### src/design/adc_defines.vh
// Constants for the ADC result digital comparator.
// Assumes inclusion by design files only; definitions only.
`ifndef ADC_DEFINES_VH
`define ADC_DEFINES_VH

// Register byte addresses
`define ADC_REG_CONTROL      4'h0
`define ADC_REG_ENABLE_LOW   4'h4
`define ADC_REG_ENABLE_HIGH  4'h8
`define ADC_REG_THRESH_LOW   4'hC
`define ADC_REG_THRESH_HIGH  4'h0
`define ADC_REG_IRQ_STATUS   4'h4
`define ADC_REG_IRQ_MASK     4'h8
`define ADC_ADDR_PAGE_LO     1'h0
`define ADC_ADDR_PAGE_HI     1'h1

// Control field positions
`define ADC_CTL_BELOW_LO     0
`define ADC_CTL_ABOVE_LO     1
`define ADC_CTL_BELOW_HI     2
`define ADC_CTL_ABOVE_HI     3
`define ADC_CTL_BETWEEN      4
`define ADC_CTL_STAT         5
`define ADC_CTL_INT_EN       6
`define ADC_CTL_ON           7
`define ADC_CTL_CHAN_LSB     8
`define ADC_CTL_WMASK        8'hDF

// Widths and limits
`define ADC_NUM_CH           22
`define ADC_CH_W             5
`define ADC_CH_LAST          5'h15
`define ADC_RES_W            12
`define ADC_HIGH_EN_W        6
`define ADC_LOW_EN_W         16

// Reset values and misc
`define ADC_ZERO16           16'h0000
`define ADC_ZERO32           32'h00000000
`define ADC_ZERO12           12'h000
`define ADC_ZERO5            5'h00
`define ADC_ZERO8            8'h00
`define ADC_ZERO6            6'h00
`define ADC_ZERO2            2'h0
`define ADC_ZERO4            4'h0
`define ADC_RESP_OKAY        2'h0
`define ADC_RESP_SLVERR      2'h2

`endif

### src/design/adc_comparator.v
// Digital comparator watching ADC results, with AXI4-Lite registers.
// Assumes results arrive from logic on aclk as one-cycle valid strobes.
`timescale 1ns/1ps
// Summary of operation
// - The matched channel field holds the binary input number, 0 to 21.
// - Codes 22 to 31 are never reported as a detected channel.
// - Results are judged only while comparator on is set; clearing it drops the flag.
// - With interrupt on match set each event raises the ADC interrupt, else none.
// - The between mode bit makes a result between the thresholds an event.
// - Each threshold mode bit enables its own condition; any mix is allowed.
// - Channels 0 to 15 are compared only when their low enable bit is set.
// - Channels 16 to 21 use the six low bits of the high enable register.
// - Bits 15 to 6 of the high enable register always read zero.
module adc_comparator (
    // Clock and reset
    input  wire        aclk,
    input  wire        aresetn,
    input  wire        clk_en,
    // AXI4-Lite write address
    input  wire [4:0]  s_axi_awaddr,
    input  wire        s_axi_awvalid,
    output wire        s_axi_awready,
    // AXI4-Lite write data
    input  wire [31:0] s_axi_wdata,
    input  wire [3:0]  s_axi_wstrb,
    input  wire        s_axi_wvalid,
    output wire        s_axi_wready,
    // AXI4-Lite write response
    output reg  [1:0]  s_axi_bresp,
    output reg         s_axi_bvalid,
    input  wire        s_axi_bready,
    // AXI4-Lite read address
    input  wire [4:0]  s_axi_araddr,
    input  wire        s_axi_arvalid,
    output wire        s_axi_arready,
    // AXI4-Lite read data
    output reg  [31:0] s_axi_rdata,
    output reg  [1:0]  s_axi_rresp,
    output reg         s_axi_rvalid,
    input  wire        s_axi_rready,
    // Conversion results
    input  wire        result_valid,
    input  wire [4:0]  result_channel,
    input  wire [11:0] result_data,
    // Interrupts
    output wire        adc_interrupt,
    output wire        irq
);
`include "adc_defines.vh"

    // Registers
    reg  [7:0]  ctrl_q;
    reg         match_q;
    reg  [4:0]  matched_channel_q;
    reg  [15:0] channel_enable_low_bits_q;
    reg  [5:0]  channel_enable_high_bits_q;
    reg  [11:0] lower_threshold_q;
    reg  [11:0] upper_threshold_q;
    reg  [1:0]  irq_status_q;
    reg  [1:0]  irq_mask_q;
    reg         int_pulse_q;
    reg  [4:0]  awaddr_q;
    reg         aw_held_q;
    reg  [31:0] wdata_q;
    reg  [3:0]  wstrb_q;
    reg         w_held_q;
    reg         res_valid_q;
    reg  [4:0]  res_chan_q;
    reg  [11:0] res_data_q;

    wire        comparator_on    = ctrl_q[`ADC_CTL_ON];
    wire        interrupt_on_match = ctrl_q[`ADC_CTL_INT_EN];
    wire [21:0] chan_en;
    wire        hit;
    wire        chan_ok;
    wire        event_now;

    // Channel enable vector
    genvar g;
    generate
        for (g = 0; g < `ADC_NUM_CH; g = g + 1) begin : g_en
            if (g < `ADC_LOW_EN_W) begin : g_lo
                assign chan_en[g] = channel_enable_low_bits_q[g];
            end else begin : g_hi
                assign chan_en[g] =
                    channel_enable_high_bits_q[g - `ADC_LOW_EN_W];
            end
        end
    endgenerate

    // Only channels 0 to 21 take part
    assign chan_ok = (res_chan_q <= `ADC_CH_LAST) && chan_en[res_chan_q];

    adc_event_detect u_detect (
        .result          (res_data_q),
        .lower_threshold (lower_threshold_q),
        .upper_threshold (upper_threshold_q),
        .mode_bits       (ctrl_q[4:0]),
        .hit             (hit)
    );

    // Evaluate only while on
    assign event_now = res_valid_q & comparator_on & chan_ok & hit;

    // AXI handshakes
    wire aw_take = s_axi_awvalid & s_axi_awready;
    wire w_take  = s_axi_wvalid & s_axi_wready;
    // Readies drop while frozen so no beat is lost
    assign s_axi_awready = clk_en & ~aw_held_q & ~s_axi_bvalid;
    assign s_axi_wready  = clk_en & ~w_held_q & ~s_axi_bvalid;
    assign s_axi_arready = clk_en & ~s_axi_rvalid;
    wire ar_take = s_axi_arvalid & s_axi_arready;

    wire        wr_go   = (aw_held_q | aw_take) & (w_held_q | w_take);
    wire [4:0]  wr_addr = aw_held_q ? awaddr_q : s_axi_awaddr;
    wire [31:0] wr_data = w_held_q ? wdata_q : s_axi_wdata;
    wire [3:0]  wr_strb = w_held_q ? wstrb_q : s_axi_wstrb;
    wire        wr_page = wr_addr[4];
    wire [3:0]  wr_off  = {wr_addr[3:2], 2'b00};
    wire        rd_page = s_axi_araddr[4];
    wire [3:0]  rd_off  = {s_axi_araddr[3:2], 2'b00};

    // Write decode
    wire wr_ctl = wr_go && wr_page == `ADC_ADDR_PAGE_LO
                  && wr_off == `ADC_REG_CONTROL;
    wire wr_enl = wr_go && wr_page == `ADC_ADDR_PAGE_LO
                  && wr_off == `ADC_REG_ENABLE_LOW;
    wire wr_enh = wr_go && wr_page == `ADC_ADDR_PAGE_LO
                  && wr_off == `ADC_REG_ENABLE_HIGH;
    wire wr_thl = wr_go && wr_page == `ADC_ADDR_PAGE_LO
                  && wr_off == `ADC_REG_THRESH_LOW;
    wire wr_thh = wr_go && wr_page == `ADC_ADDR_PAGE_HI
                  && wr_off == `ADC_REG_THRESH_HIGH;
    wire wr_msk = wr_go && wr_page == `ADC_ADDR_PAGE_HI
                  && wr_off == `ADC_REG_IRQ_MASK;
    wire wr_sts = wr_go && wr_page == `ADC_ADDR_PAGE_HI
                  && wr_off == `ADC_REG_IRQ_STATUS;
    wire wr_ok  = wr_ctl | wr_enl | wr_enh | wr_thl | wr_thh | wr_msk
                  | wr_sts;

    // Read decode
    wire rd_ctl = ar_take && rd_page == `ADC_ADDR_PAGE_LO
                  && rd_off == `ADC_REG_CONTROL;
    wire rd_sts = ar_take && rd_page == `ADC_ADDR_PAGE_HI
                  && rd_off == `ADC_REG_IRQ_STATUS;

    // Read data mux
    reg [31:0] rd_word;
    reg        rd_err;
    always @* begin
        rd_word = `ADC_ZERO32;
        rd_err  = 1'b0;
        if (rd_page == `ADC_ADDR_PAGE_LO) begin
            case (rd_off)
                `ADC_REG_CONTROL:
                    rd_word = {19'h00000, matched_channel_q, ctrl_q[7:6],
                               match_q, ctrl_q[4:0]};
                `ADC_REG_ENABLE_LOW:
                    rd_word = {16'h0000, channel_enable_low_bits_q};
                `ADC_REG_ENABLE_HIGH:
                    // Upper bits read zero
                    rd_word = {26'h0000000, channel_enable_high_bits_q};
                `ADC_REG_THRESH_LOW:
                    rd_word = {20'h00000, lower_threshold_q};
                default:
                    rd_err = 1'b1;
            endcase
        end else begin
            case (rd_off)
                `ADC_REG_THRESH_HIGH:
                    rd_word = {20'h00000, upper_threshold_q};
                `ADC_REG_IRQ_STATUS:
                    rd_word = {30'h00000000, irq_status_q};
                `ADC_REG_IRQ_MASK:
                    rd_word = {30'h00000000, irq_mask_q};
                default:
                    rd_err = 1'b1;
            endcase
        end
    end

    // Flag and interrupt qualifiers
    wire ctl_off_wr = wr_ctl & wr_strb[0] & ~wr_data[`ADC_CTL_ON];
    wire int_event  = event_now & interrupt_on_match;

    // Result capture
    always @(posedge aclk) begin
        if (!aresetn) begin
            res_valid_q <= 1'b0;
            res_chan_q  <= `ADC_ZERO5;
            res_data_q  <= `ADC_ZERO12;
        end else if (clk_en) begin
            res_valid_q <= result_valid;
            res_chan_q  <= result_channel;
            res_data_q  <= result_data;
        end
    end

    // Bus slave handshake state
    always @(posedge aclk) begin
        if (!aresetn) begin
            awaddr_q     <= `ADC_ZERO5;
            aw_held_q    <= 1'b0;
            wdata_q      <= `ADC_ZERO32;
            wstrb_q      <= `ADC_ZERO4;
            w_held_q     <= 1'b0;
            s_axi_bvalid <= 1'b0;
            s_axi_bresp  <= `ADC_RESP_OKAY;
            s_axi_rvalid <= 1'b0;
            s_axi_rresp  <= `ADC_RESP_OKAY;
            s_axi_rdata  <= `ADC_ZERO32;
        end else if (clk_en) begin
            // Write channel capture
            if (aw_take && !wr_go) begin
                aw_held_q <= 1'b1;
                awaddr_q  <= s_axi_awaddr;
            end
            if (w_take && !wr_go) begin
                w_held_q <= 1'b1;
                wdata_q  <= s_axi_wdata;
                wstrb_q  <= s_axi_wstrb;
            end
            if (wr_go) begin
                aw_held_q    <= 1'b0;
                w_held_q     <= 1'b0;
                s_axi_bvalid <= 1'b1;
                s_axi_bresp  <= wr_ok ? `ADC_RESP_OKAY : `ADC_RESP_SLVERR;
            end else if (s_axi_bready) begin
                s_axi_bvalid <= 1'b0;
            end
            // Read channel
            if (ar_take) begin
                s_axi_rvalid <= 1'b1;
                s_axi_rdata  <= rd_word;
                s_axi_rresp  <= rd_err ? `ADC_RESP_SLVERR : `ADC_RESP_OKAY;
            end else if (s_axi_rready) begin
                s_axi_rvalid <= 1'b0;
            end
        end
    end

    // Configuration registers
    always @(posedge aclk) begin
        if (!aresetn) begin
            ctrl_q                     <= `ADC_ZERO8;
            channel_enable_low_bits_q  <= `ADC_ZERO16;
            channel_enable_high_bits_q <= `ADC_ZERO6;
            lower_threshold_q          <= `ADC_ZERO12;
            upper_threshold_q          <= `ADC_ZERO12;
            irq_mask_q                 <= `ADC_ZERO2;
        end else if (clk_en) begin
            // Status bit of control is never written
            if (wr_ctl && wr_strb[0])
                ctrl_q <= wr_data[7:0] & `ADC_CTL_WMASK;
            if (wr_enl && wr_strb[0])
                channel_enable_low_bits_q[7:0] <= wr_data[7:0];
            if (wr_enl && wr_strb[1])
                channel_enable_low_bits_q[15:8] <= wr_data[15:8];
            if (wr_enh && wr_strb[0])
                channel_enable_high_bits_q <= wr_data[5:0];
            if (wr_thl && wr_strb[0])
                lower_threshold_q[7:0] <= wr_data[7:0];
            if (wr_thl && wr_strb[1])
                lower_threshold_q[11:8] <= wr_data[11:8];
            if (wr_thh && wr_strb[0])
                upper_threshold_q[7:0] <= wr_data[7:0];
            if (wr_thh && wr_strb[1])
                upper_threshold_q[11:8] <= wr_data[11:8];
            if (wr_msk && wr_strb[0])
                irq_mask_q <= wr_data[1:0];
        end
    end

    // Match flag, channel and interrupt state
    always @(posedge aclk) begin
        if (!aresetn) begin
            match_q           <= 1'b0;
            matched_channel_q <= `ADC_ZERO5;
            int_pulse_q       <= 1'b0;
            irq_status_q      <= `ADC_ZERO2;
        end else if (clk_en) begin
            // Set wins over read or disable clear
            if (event_now) begin
                match_q           <= 1'b1;
                matched_channel_q <= res_chan_q;
            end else if (rd_ctl || !comparator_on || ctl_off_wr) begin
                match_q <= 1'b0;
            end
            // Common interrupt strobe per event
            int_pulse_q <= int_event;
            // Sticky status, cleared by its read, set wins
            irq_status_q <= (rd_sts ? `ADC_ZERO2 : irq_status_q)
                            | {int_event, event_now};
        end
    end

    assign adc_interrupt = int_pulse_q;
    assign irq = |(irq_status_q & irq_mask_q);

endmodule

### src/design/adc_event_detect.v
// Threshold evaluation of one conversion result.
// Assumes result and thresholds are stable in the cycle they are sampled.
`timescale 1ns/1ps
module adc_event_detect (
    // Result and thresholds
    input  wire [11:0] result,
    input  wire [11:0] lower_threshold,
    input  wire [11:0] upper_threshold,
    // Mode selects
    input  wire [4:0]  mode_bits,
    // Detection
    output wire        hit
);
`include "adc_defines.vh"

    wire ge_hi = (result >= upper_threshold);
    wire ge_lo = (result >= lower_threshold);
    wire [4:0] cond;

    // Per-mode condition
    assign cond[`ADC_CTL_ABOVE_HI] = ge_hi;
    assign cond[`ADC_CTL_BELOW_HI] = ~ge_hi;
    assign cond[`ADC_CTL_ABOVE_LO] = ge_lo;
    assign cond[`ADC_CTL_BELOW_LO] = ~ge_lo;
    assign cond[`ADC_CTL_BETWEEN]  = ge_lo & ~ge_hi;

    // Any enabled mode may fire
    assign hit = |(cond & mode_bits);

endmodule

### config.mk
export PLATFORM = sky130hd
export DESIGN_NAME = adc_comparator
export DESIGN_NICKNAME = d
export VERILOG_FILES = /design/src/design/adc_comparator.v /design/src/design/adc_event_detect.v
export VERILOG_INCLUDE_DIRS = /design/src /design/src/design
export SDC_FILE = /design/constraint.sdc
export NUM_CORES = 1
export LEC_CHECK = 0
export ABC_AREA = 1
export BUFFER_PORTS_ARGS = -buffer_cell sky130_fd_sc_hd__clkbuf_2
export CAP_MARGIN = 20
export CORE_MARGIN = 3
export CORE_UTILIZATION = 56
export DETAILED_ROUTE_END_ITERATION = 12
export MAX_ROUTING_LAYER = met4
export PLACE_DENSITY = 0.82
export SLEW_MARGIN = 20
export SYNTH_ARGS = -nofsm -noshare
export SYNTH_HDL_FRONTEND = slang
export SYNTH_HIERARCHICAL = 1
export SYNTH_SLANG_ARGS = --single-unit
### constraint.sdc
create_clock -name aclk -period 3.15 [get_ports aclk]
set_input_delay 0.4725 -clock aclk [delete_from_list [all_inputs] [get_ports aclk]]
set_output_delay 0.4725 -clock aclk [all_outputs]
set_load 0.01 [all_outputs]
; ---- Word-level counts from Yosys, hierarchy flattened
; Index checks and enable logic that the tools add are counted.
[totals]
register_bits = 145
in_bits = 72
out_inout_bits = 43
wordCells = 155
[classes]
n_lt_le_gt_ge = 4
eq_ne = 6
mux = 24
bitwise_logic = 36
n_reduce_logical = 59
[ops]
columns = cell, count
row1 = case mux 16 bit (4 select lines), 1
row2 = AND reduction 2 bit, 19
row3 = case mux 12 bit (3 select lines), 1
row4 = two-way mux 16 bit, 2
row5 = logical AND 1 bit, 25
row6 = greater-or-equal comparator 12 bit, 2
row7 = bitwise AND 1 bit, 16
row8 = two-way mux 1 bit, 14
row9 = nonzero test 2 bit, 5
row10 = inverter 1 bit, 9
row11 = equality test 2 bit (second input constant), 4
row12 = logical NOT 4 bit, 2
row13 = two-way mux 2 bit, 4
row14 = OR 1 bit, 8
row15 = less-than comparator 5 x 6 -> 1 bit (second input constant), 1
row16 = bitwise AND 5 bit, 1
row17 = binary-select mux 1 bit (select 5 bit), 1
row18 = <= comparator 5 bit (second input constant), 1
row19 = two-way mux 5 bit, 1
row20 = OR reduction 5 bit, 1
row21 = equality test 2 x 1 -> 1 bit (second input constant), 2
row22 = OR reduction 4 bit, 1
row23 = OR reduction 3 bit, 1
row24 = bitwise AND 2 bit, 1
row25 = other kinds (4), 6

; ---- Longest topological paths before layout
[logic_depth]
depth_word = 15
depth_mapped = 21

; ---- Modules after synthesis
; The synthesis kept the hierarchy.
[by_module_without_submodules]
columns = module, instances, cells_each, area_each_um2, seq_area_each_um2
row1 = adc_comparator, 1, 830, 5736.8, 2502.4
row2 = adc_event_detect, 1, 127, 725.7, 0.0

; ---- Worst setup path before layout
; OpenSTA, ideal clock, no wires.
[synth_timing]
kind = reg-to-reg
startpoint = reg upper_threshold_q[11]
endpoint = reg matched_channel_q[1]
t_arrival_ns = 2.082
path_slack_ns = 0.953
path_stages_with_launch = 19
period_less_slack_ns = 2.197
path_cell_list = dfxtp_1 -> inv_1 -> ha_1 -> nand2_1 -> inv_1 -> nand2_1 -> nand2_1 -> a21oi_1 -> nand2_1 -> nor2_1 -> nand2_1 -> nand3_2 -> nand4_1 -> or2_2 -> nand2_1 -> buf_2 -> nand3_1 -> nand2_1 -> nor2_1
[synth_between]
elab_chain_cells = 7
[synth_rtl]
columns = item, line
row1 = start: declaration, adc_comparator.v:58  ; reg [11:0] upper_threshold_q;
row2 = start signal: assignment, adc_comparator.v:249  ; upper_threshold_q <= `ADC_ZERO12;
row3 = start signal: assignment, adc_comparator.v:268  ; upper_threshold_q[11:8] <= wr_data[11:8];
row4 = greater-or-equal comparator 12 bit *, adc_event_detect.v:16  ; wire ge_hi = (result >= upper_threshold);
row5 = inverter 1 bit, "adc_event_detect.v:22, adc_event_detect.v:25"
row6 = bitwise AND 1 bit, adc_event_detect.v:25  ; assign cond[`ADC_CTL_BETWEEN] = ge_lo & ~ge_hi;
row7 = bitwise AND 5 bit *, adc_event_detect.v:28  ; assign hit = |(cond & mode_bits);
row8 = OR reduction 5 bit *, adc_event_detect.v:28
row9 = via hit, adc_comparator.v:74  ; wire hit;
row10 = bitwise AND 1 bit *, adc_comparator.v:103  ; assign event_now = res_valid_q & comparator_on & chan_ok & hit;
row11 = AND reduction 2 bit (no line) *, --
row12 = end signal: assignment, adc_comparator.v:278  ; matched_channel_q <= `ADC_ZERO5;
row13 = end signal: assignment, adc_comparator.v:285  ; matched_channel_q <= res_chan_q;
row14 = end: declaration, adc_comparator.v:54  ; reg [4:0] matched_channel_q;
; Mark *: on every way through the listed nets, which the timed path passes. The rest lies on a longest branch.
; A chain may end at the register's enable or synchronous reset.

; ---- Worst setup path in the final report
[layout_timing]
startpoint = reg upper_threshold_q[11]
endpoint = reg irq_status_q[1]
[layout_between]
elab_chain_cells = 8
[layout_rtl]
columns = item, line
row1 = greater-or-equal comparator 12 bit *, adc_event_detect.v:16
row2 = inverter 1 bit, "adc_event_detect.v:22, adc_event_detect.v:25"
row3 = bitwise AND 1 bit, adc_event_detect.v:25
row4 = bitwise AND 5 bit *, adc_event_detect.v:28
row5 = OR reduction 5 bit *, adc_event_detect.v:28
row6 = via hit, adc_comparator.v:74
row7 = bitwise AND 1 bit *, adc_comparator.v:103
row8 = bitwise AND 1 bit *, adc_comparator.v:184  ; wire int_event = event_now & interrupt_on_match;
row9 = OR 2 bit *, adc_comparator.v:292  ; irq_status_q <= (rd_sts ? `ADC_ZERO2 : irq_status_q)
row10 = end signal: assignment, adc_comparator.v:280  ; irq_status_q <= `ADC_ZERO2;
row11 = end signal: assignment, adc_comparator.v:292
row12 = end: declaration, adc_comparator.v:59  ; reg [1:0] irq_status_q;
; Marked as above.

==> summary.txt <==
Layout
  • Area growth from synthesis to final layout: 15.4%
  • Layout cells sized above 1: 0.164
  • Register area: 0.00250 mm2
  • Most frequent standard cell in the layout excluding fill and tap cells: sky130_fd_sc_hd__nand2_1
  • Core utilization of the finished layout: 0.673
  • Final non-filler cell total: 1176
  • Area of the multi-input gates: 0.00332 mm2
  • Most frequent cells in the layout: sky130_fd_sc_hd__nand2_1 (240), sky130_fd_sc_hd__nor2_1 (144), sky130_fd_sc_hd__dfxtp_1 (125)
  • Number of nets in the layout: 1119
  • Non-Filler Cell Area, Final: 0.00746 mm2
  • Fillcell total: 979
  • Ant diodes: 0

Drt
  • Average vias per placed instance: 5.36
  • Met2 wire length: 7800 um
  • ANT nets after route: 0
  • Total vias in the final route: 6303
  • Detailed-router iteration count before antenna repair: 5
  • Aggregate routed wire length: 17000 um
  • Metal3 WL: 1560 um
  • Iteration-0 DRC Markers: 603
  • Number of remaining DRC errors: 0
  • Post-detailed-route wirelength per cell: 14.4 um
  • Metal1 wirelength: 6990 um
  • Top layer reached by signal wires: met4

Timing
  • Max-slew headroom: 0.181
  • Final critical delay including setup and external delays: 2.68 ns
  • Fin Clk Skew: 0.00987 ns
  • Worst hold slack: 0.274 ns
  • RSZ-0062 raised after global routing: no
  • Period utilisation layout: 0.851
  • Maximum achievable frequency: 0.373 GHz
  • Transition time at the pin with the least slew margin: 1.22 ns
  • Slew Limit Fails: 0
  • Setup TNS: 0 ns
  • Fin. Hold Viols: 0
  • Count of endpoints failing setup in the final report: 0

Clock tree
  • Number of buffers added for setup after CTS: 0
  • Sink count of the clock tree: 125
  • CTS-repair resized insts: 0
  • H-tree levels: 4
  • Clock buffer count from CTS: 17
  • Clock latency on the worst-skew pair: 0.42 ns
  • Root Buffer Master: sky130_fd_sc_hd__clkbuf_16
  • Clock tree from TritonCTS: yes
  • Number of hold-repair buffers added at the cts stage: 0
  • Clock slew at reported path FFs: 0.06 ns
  • Maximum root-to-sink buffer count: 2

Floorplan
  • Number of rows created at floorplan: 38
  • Core Box Area: 0.0111 mm2
  • Die Area: 0.0129 mm2
  • I/O pin count: 115
  • Starting density of the core: 0.583
  • Die Ht: 113 um
  • Chip width: 113 um

Critical path
  • Critical path start-end classification: reg -> reg
  • Worst path required time: 3.50 ns
  • Critical R2R Launch: upper_threshold_q[11]
  • Cell depth of the worst flop-to-flop path: 16
  • Largest fanout on the critical path: 12
  • Endpoint of the worst-slack reg-to-reg timing path: irq_status_q[1]
  • Arrival time at the worst endpoint: 3.03 ns
  • Endpoint kind of the worst setup timing path: flop
  • Flop-to-flop setup slack: 0.47 ns
  • Startpoint type of the worst setup path: flop

Min path
  • HP Class: in -> reg
  • Hold-critical path depth: 3
  • Worst Hold End: res_data_q[3]
  • Min-delay src: result_data[3]

Power
  • Leakage power figure: 0.00326 uW
  • Pwr Density: 553 mW/mm2
  • Relative contribution of combinational cells to total power: 0.108
  • Design internal power: 3030 uW
  • Relative contribution of the clock network to total power: 0.488
  • Sw Pwr: 1090 uW
  • Worst voltage drop across the vdd grid: 0.480 mV
  • Part of the power in registers: 0.404
  • Net switching fraction of the power: 0.264

Outcome
  • Outcome: complete, no violations

Placed design
  • DP Wirelength: 12100 um
  • Buffers added on ports: 74
  • Number of cells after detailed placement: 1144
  • Gp weighted congestion: 0.932
  • Post-place instance area: 0.00685 mm2

GRT
  • Wire length of the first global-routing pass: 28100 um
  • Pin count of the biggest net entering global routing: 54
  • Number of global-route vias before repair: 5925
  • Aggregate global routing overflow: 0
  • Overall global routing resource usage: 0.282
  • Antenna violations before repair: 0

Logic synthesis
  • Cell count after synthesis: 957
  • Cell area after synthesis: 0.00646 mm2
  • Warning count from the yosys run: 6
  • Part of the Yosys area used for sequential elements: 0.387
  • Flip-flop and latch count after synthesis: 125
  • Cell variety after synth: 37
  • Async set or reset register ratio after synthesis: 0
  • Most common flop cell mapped by yosys: sky130_fd_sc_hd__dfxtp_1
  • Post-Syn Area per Cell: 6.75 um2
  • Number of enable-type register cells in the synthesized netlist: 0

Run
  • Max-cap violations: 0
## kinds of logic (layout without fill, tap and decap cells)
kind of cell    after synthesis  in the layout  share of synthesized area
simple gates                469            469                      0.307
compound gates              169            169                      0.138
buf+inv                     162            224                      0.110
flops                       125            125                      0.387
fa+ha+maj                    24             24                     0.0465
mux                           7              7                     0.0108
other cells                   1             18                   0.000580
## cells in the mapped netlist (3+ instances only)
master                     instances  area share
sky130_fd_sc_hd__nand2_1         240        0.14
sky130_fd_sc_hd__nor2_1          144       0.084
sky130_fd_sc_hd__dfxtp_1         125        0.39
sky130_fd_sc_hd__inv_1           101       0.059
sky130_fd_sc_hd__o21ai_0          87       0.067
sky130_fd_sc_hd__a21oi_1          58       0.045
sky130_fd_sc_hd__nand3_1          29       0.022
sky130_fd_sc_hd__clkbuf_1         25       0.015
sky130_fd_sc_hd__nor2_2           25       0.024
sky130_fd_sc_hd__ha_1             24       0.046
sky130_fd_sc_hd__buf_4            19       0.022
sky130_fd_sc_hd__or2_2             9      0.0087
sky130_fd_sc_hd__a31oi_1           8      0.0077
sky130_fd_sc_hd__buf_2             7      0.0054
sky130_fd_sc_hd__mux2i_1           7       0.011
sky130_fd_sc_hd__nand2_2           7      0.0068
sky130_fd_sc_hd__o211ai_1          5      0.0058
sky130_fd_sc_hd__o22ai_1           5      0.0048
sky130_fd_sc_hd__nor2_4            4      0.0070
sky130_fd_sc_hd__clkinv_1          3      0.0017
sky130_fd_sc_hd__nand4_1           3      0.0029
sky130_fd_sc_hd__nor3_1            3      0.0023
## power by group through the flow
stage | Combinational [uW] | Sequential [uW] | Clock [uW]
floorplan | 328 | 1680 | 0
global placement | 426 | 1690 | 0
detailed placement | 435 | 1700 | 0
CTS | 440 | 1660 | 2020
global route | 508 | 1670 | 2090
finish | 446 | 1660 | 2010
## worst max-delay path, cell delays in order (launching register included)
cell	delay, ns
sky130_fd_sc_hd__dfxtp_1	0.35
sky130_fd_sc_hd__inv_1	0.08
sky130_fd_sc_hd__ha_1	0.29
sky130_fd_sc_hd__nand2_1	0.10
sky130_fd_sc_hd__inv_1	0.04
sky130_fd_sc_hd__nand2_1	0.05
sky130_fd_sc_hd__nand2_1	0.06
sky130_fd_sc_hd__a21oi_1	0.18
sky130_fd_sc_hd__nand2_1	0.09
sky130_fd_sc_hd__nor2_1	0.09
sky130_fd_sc_hd__nand2_1	0.07
sky130_fd_sc_hd__nand3_2	0.08
sky130_fd_sc_hd__nand4_1	0.15
sky130_fd_sc_hd__or2_2	0.31
sky130_fd_sc_hd__nand2_1	0.30
sky130_fd_sc_hd__nand3_1	0.19
sky130_fd_sc_hd__a21oi_1	0.16
## flip-flops by register name, indices dropped and copies added (netlist names)
| signal | count |
|---|---|
| channel_enable_low_bits_q | 16 |
| s_axi_rdata | 16 |
| wdata_q | 16 |
| lower_threshold_q | 12 |
| res_data_q | 12 |
| upper_threshold_q | 12 |
| ctrl_q | 7 |
| channel_enable_high_bits_q | 6 |
| matched_channel_q | 5 |
| res_chan_q | 5 |
| awaddr_q | 3 |
| irq_mask_q | 2 |
| irq_status_q | 2 |
| wstrb_q | 2 |
| adc_interrupt | 1 |
| aw_held_q | 1 |
| match_q | 1 |
| res_valid_q | 1 |
| s_axi_bresp | 1 |
| s_axi_bvalid | 1 |
| s_axi_rresp | 1 |
| s_axi_rvalid | 1 |
| w_held_q | 1 |
## how the worst max path moves through the flow
stage,startpoint,end,slack [ns]
6_report,upper_threshold_q[11],irq_status_q[1],0.47
2_1_floorplan,upper_threshold_q[11],matched_channel_q[1],0.95
3_5_place_dp,upper_threshold_q[11],irq_status_q[1],0.50
4_1_cts,upper_threshold_q[11],irq_status_q[1],0.48
5_1_grt,upper_threshold_q[11],adc_interrupt,0.19
3_3_place_gp,upper_threshold_q[11],adc_interrupt,0.56
## cell type report
cell class | count | area share
clock buffer | 18 | 0.0589
sequential | 125 | 0.336
multi-input combinational | 687 | 0.445
tap | 140 | 0.0235
clock inverter | 14 | 0.0225
inverter | 107 | 0.0540
timing repair buffer | 85 | 0.0607
## layer usage
metal  vias up  global-route usage
li1       3125                   -
met1      2833               0.353
met2       296               0.438
met3        49              0.0546
met4         0               0.139
met5         -                   -
## stage by stage
step	setup slack, ns	total power, uW
after floorplan	0.953	2010
after global placement	0.558	2120
after detailed placement	0.497	2130
after CTS	0.475	4130
after global routing	0.191	4270
final	0.470	4120
(Power assumes the default switching activity.)
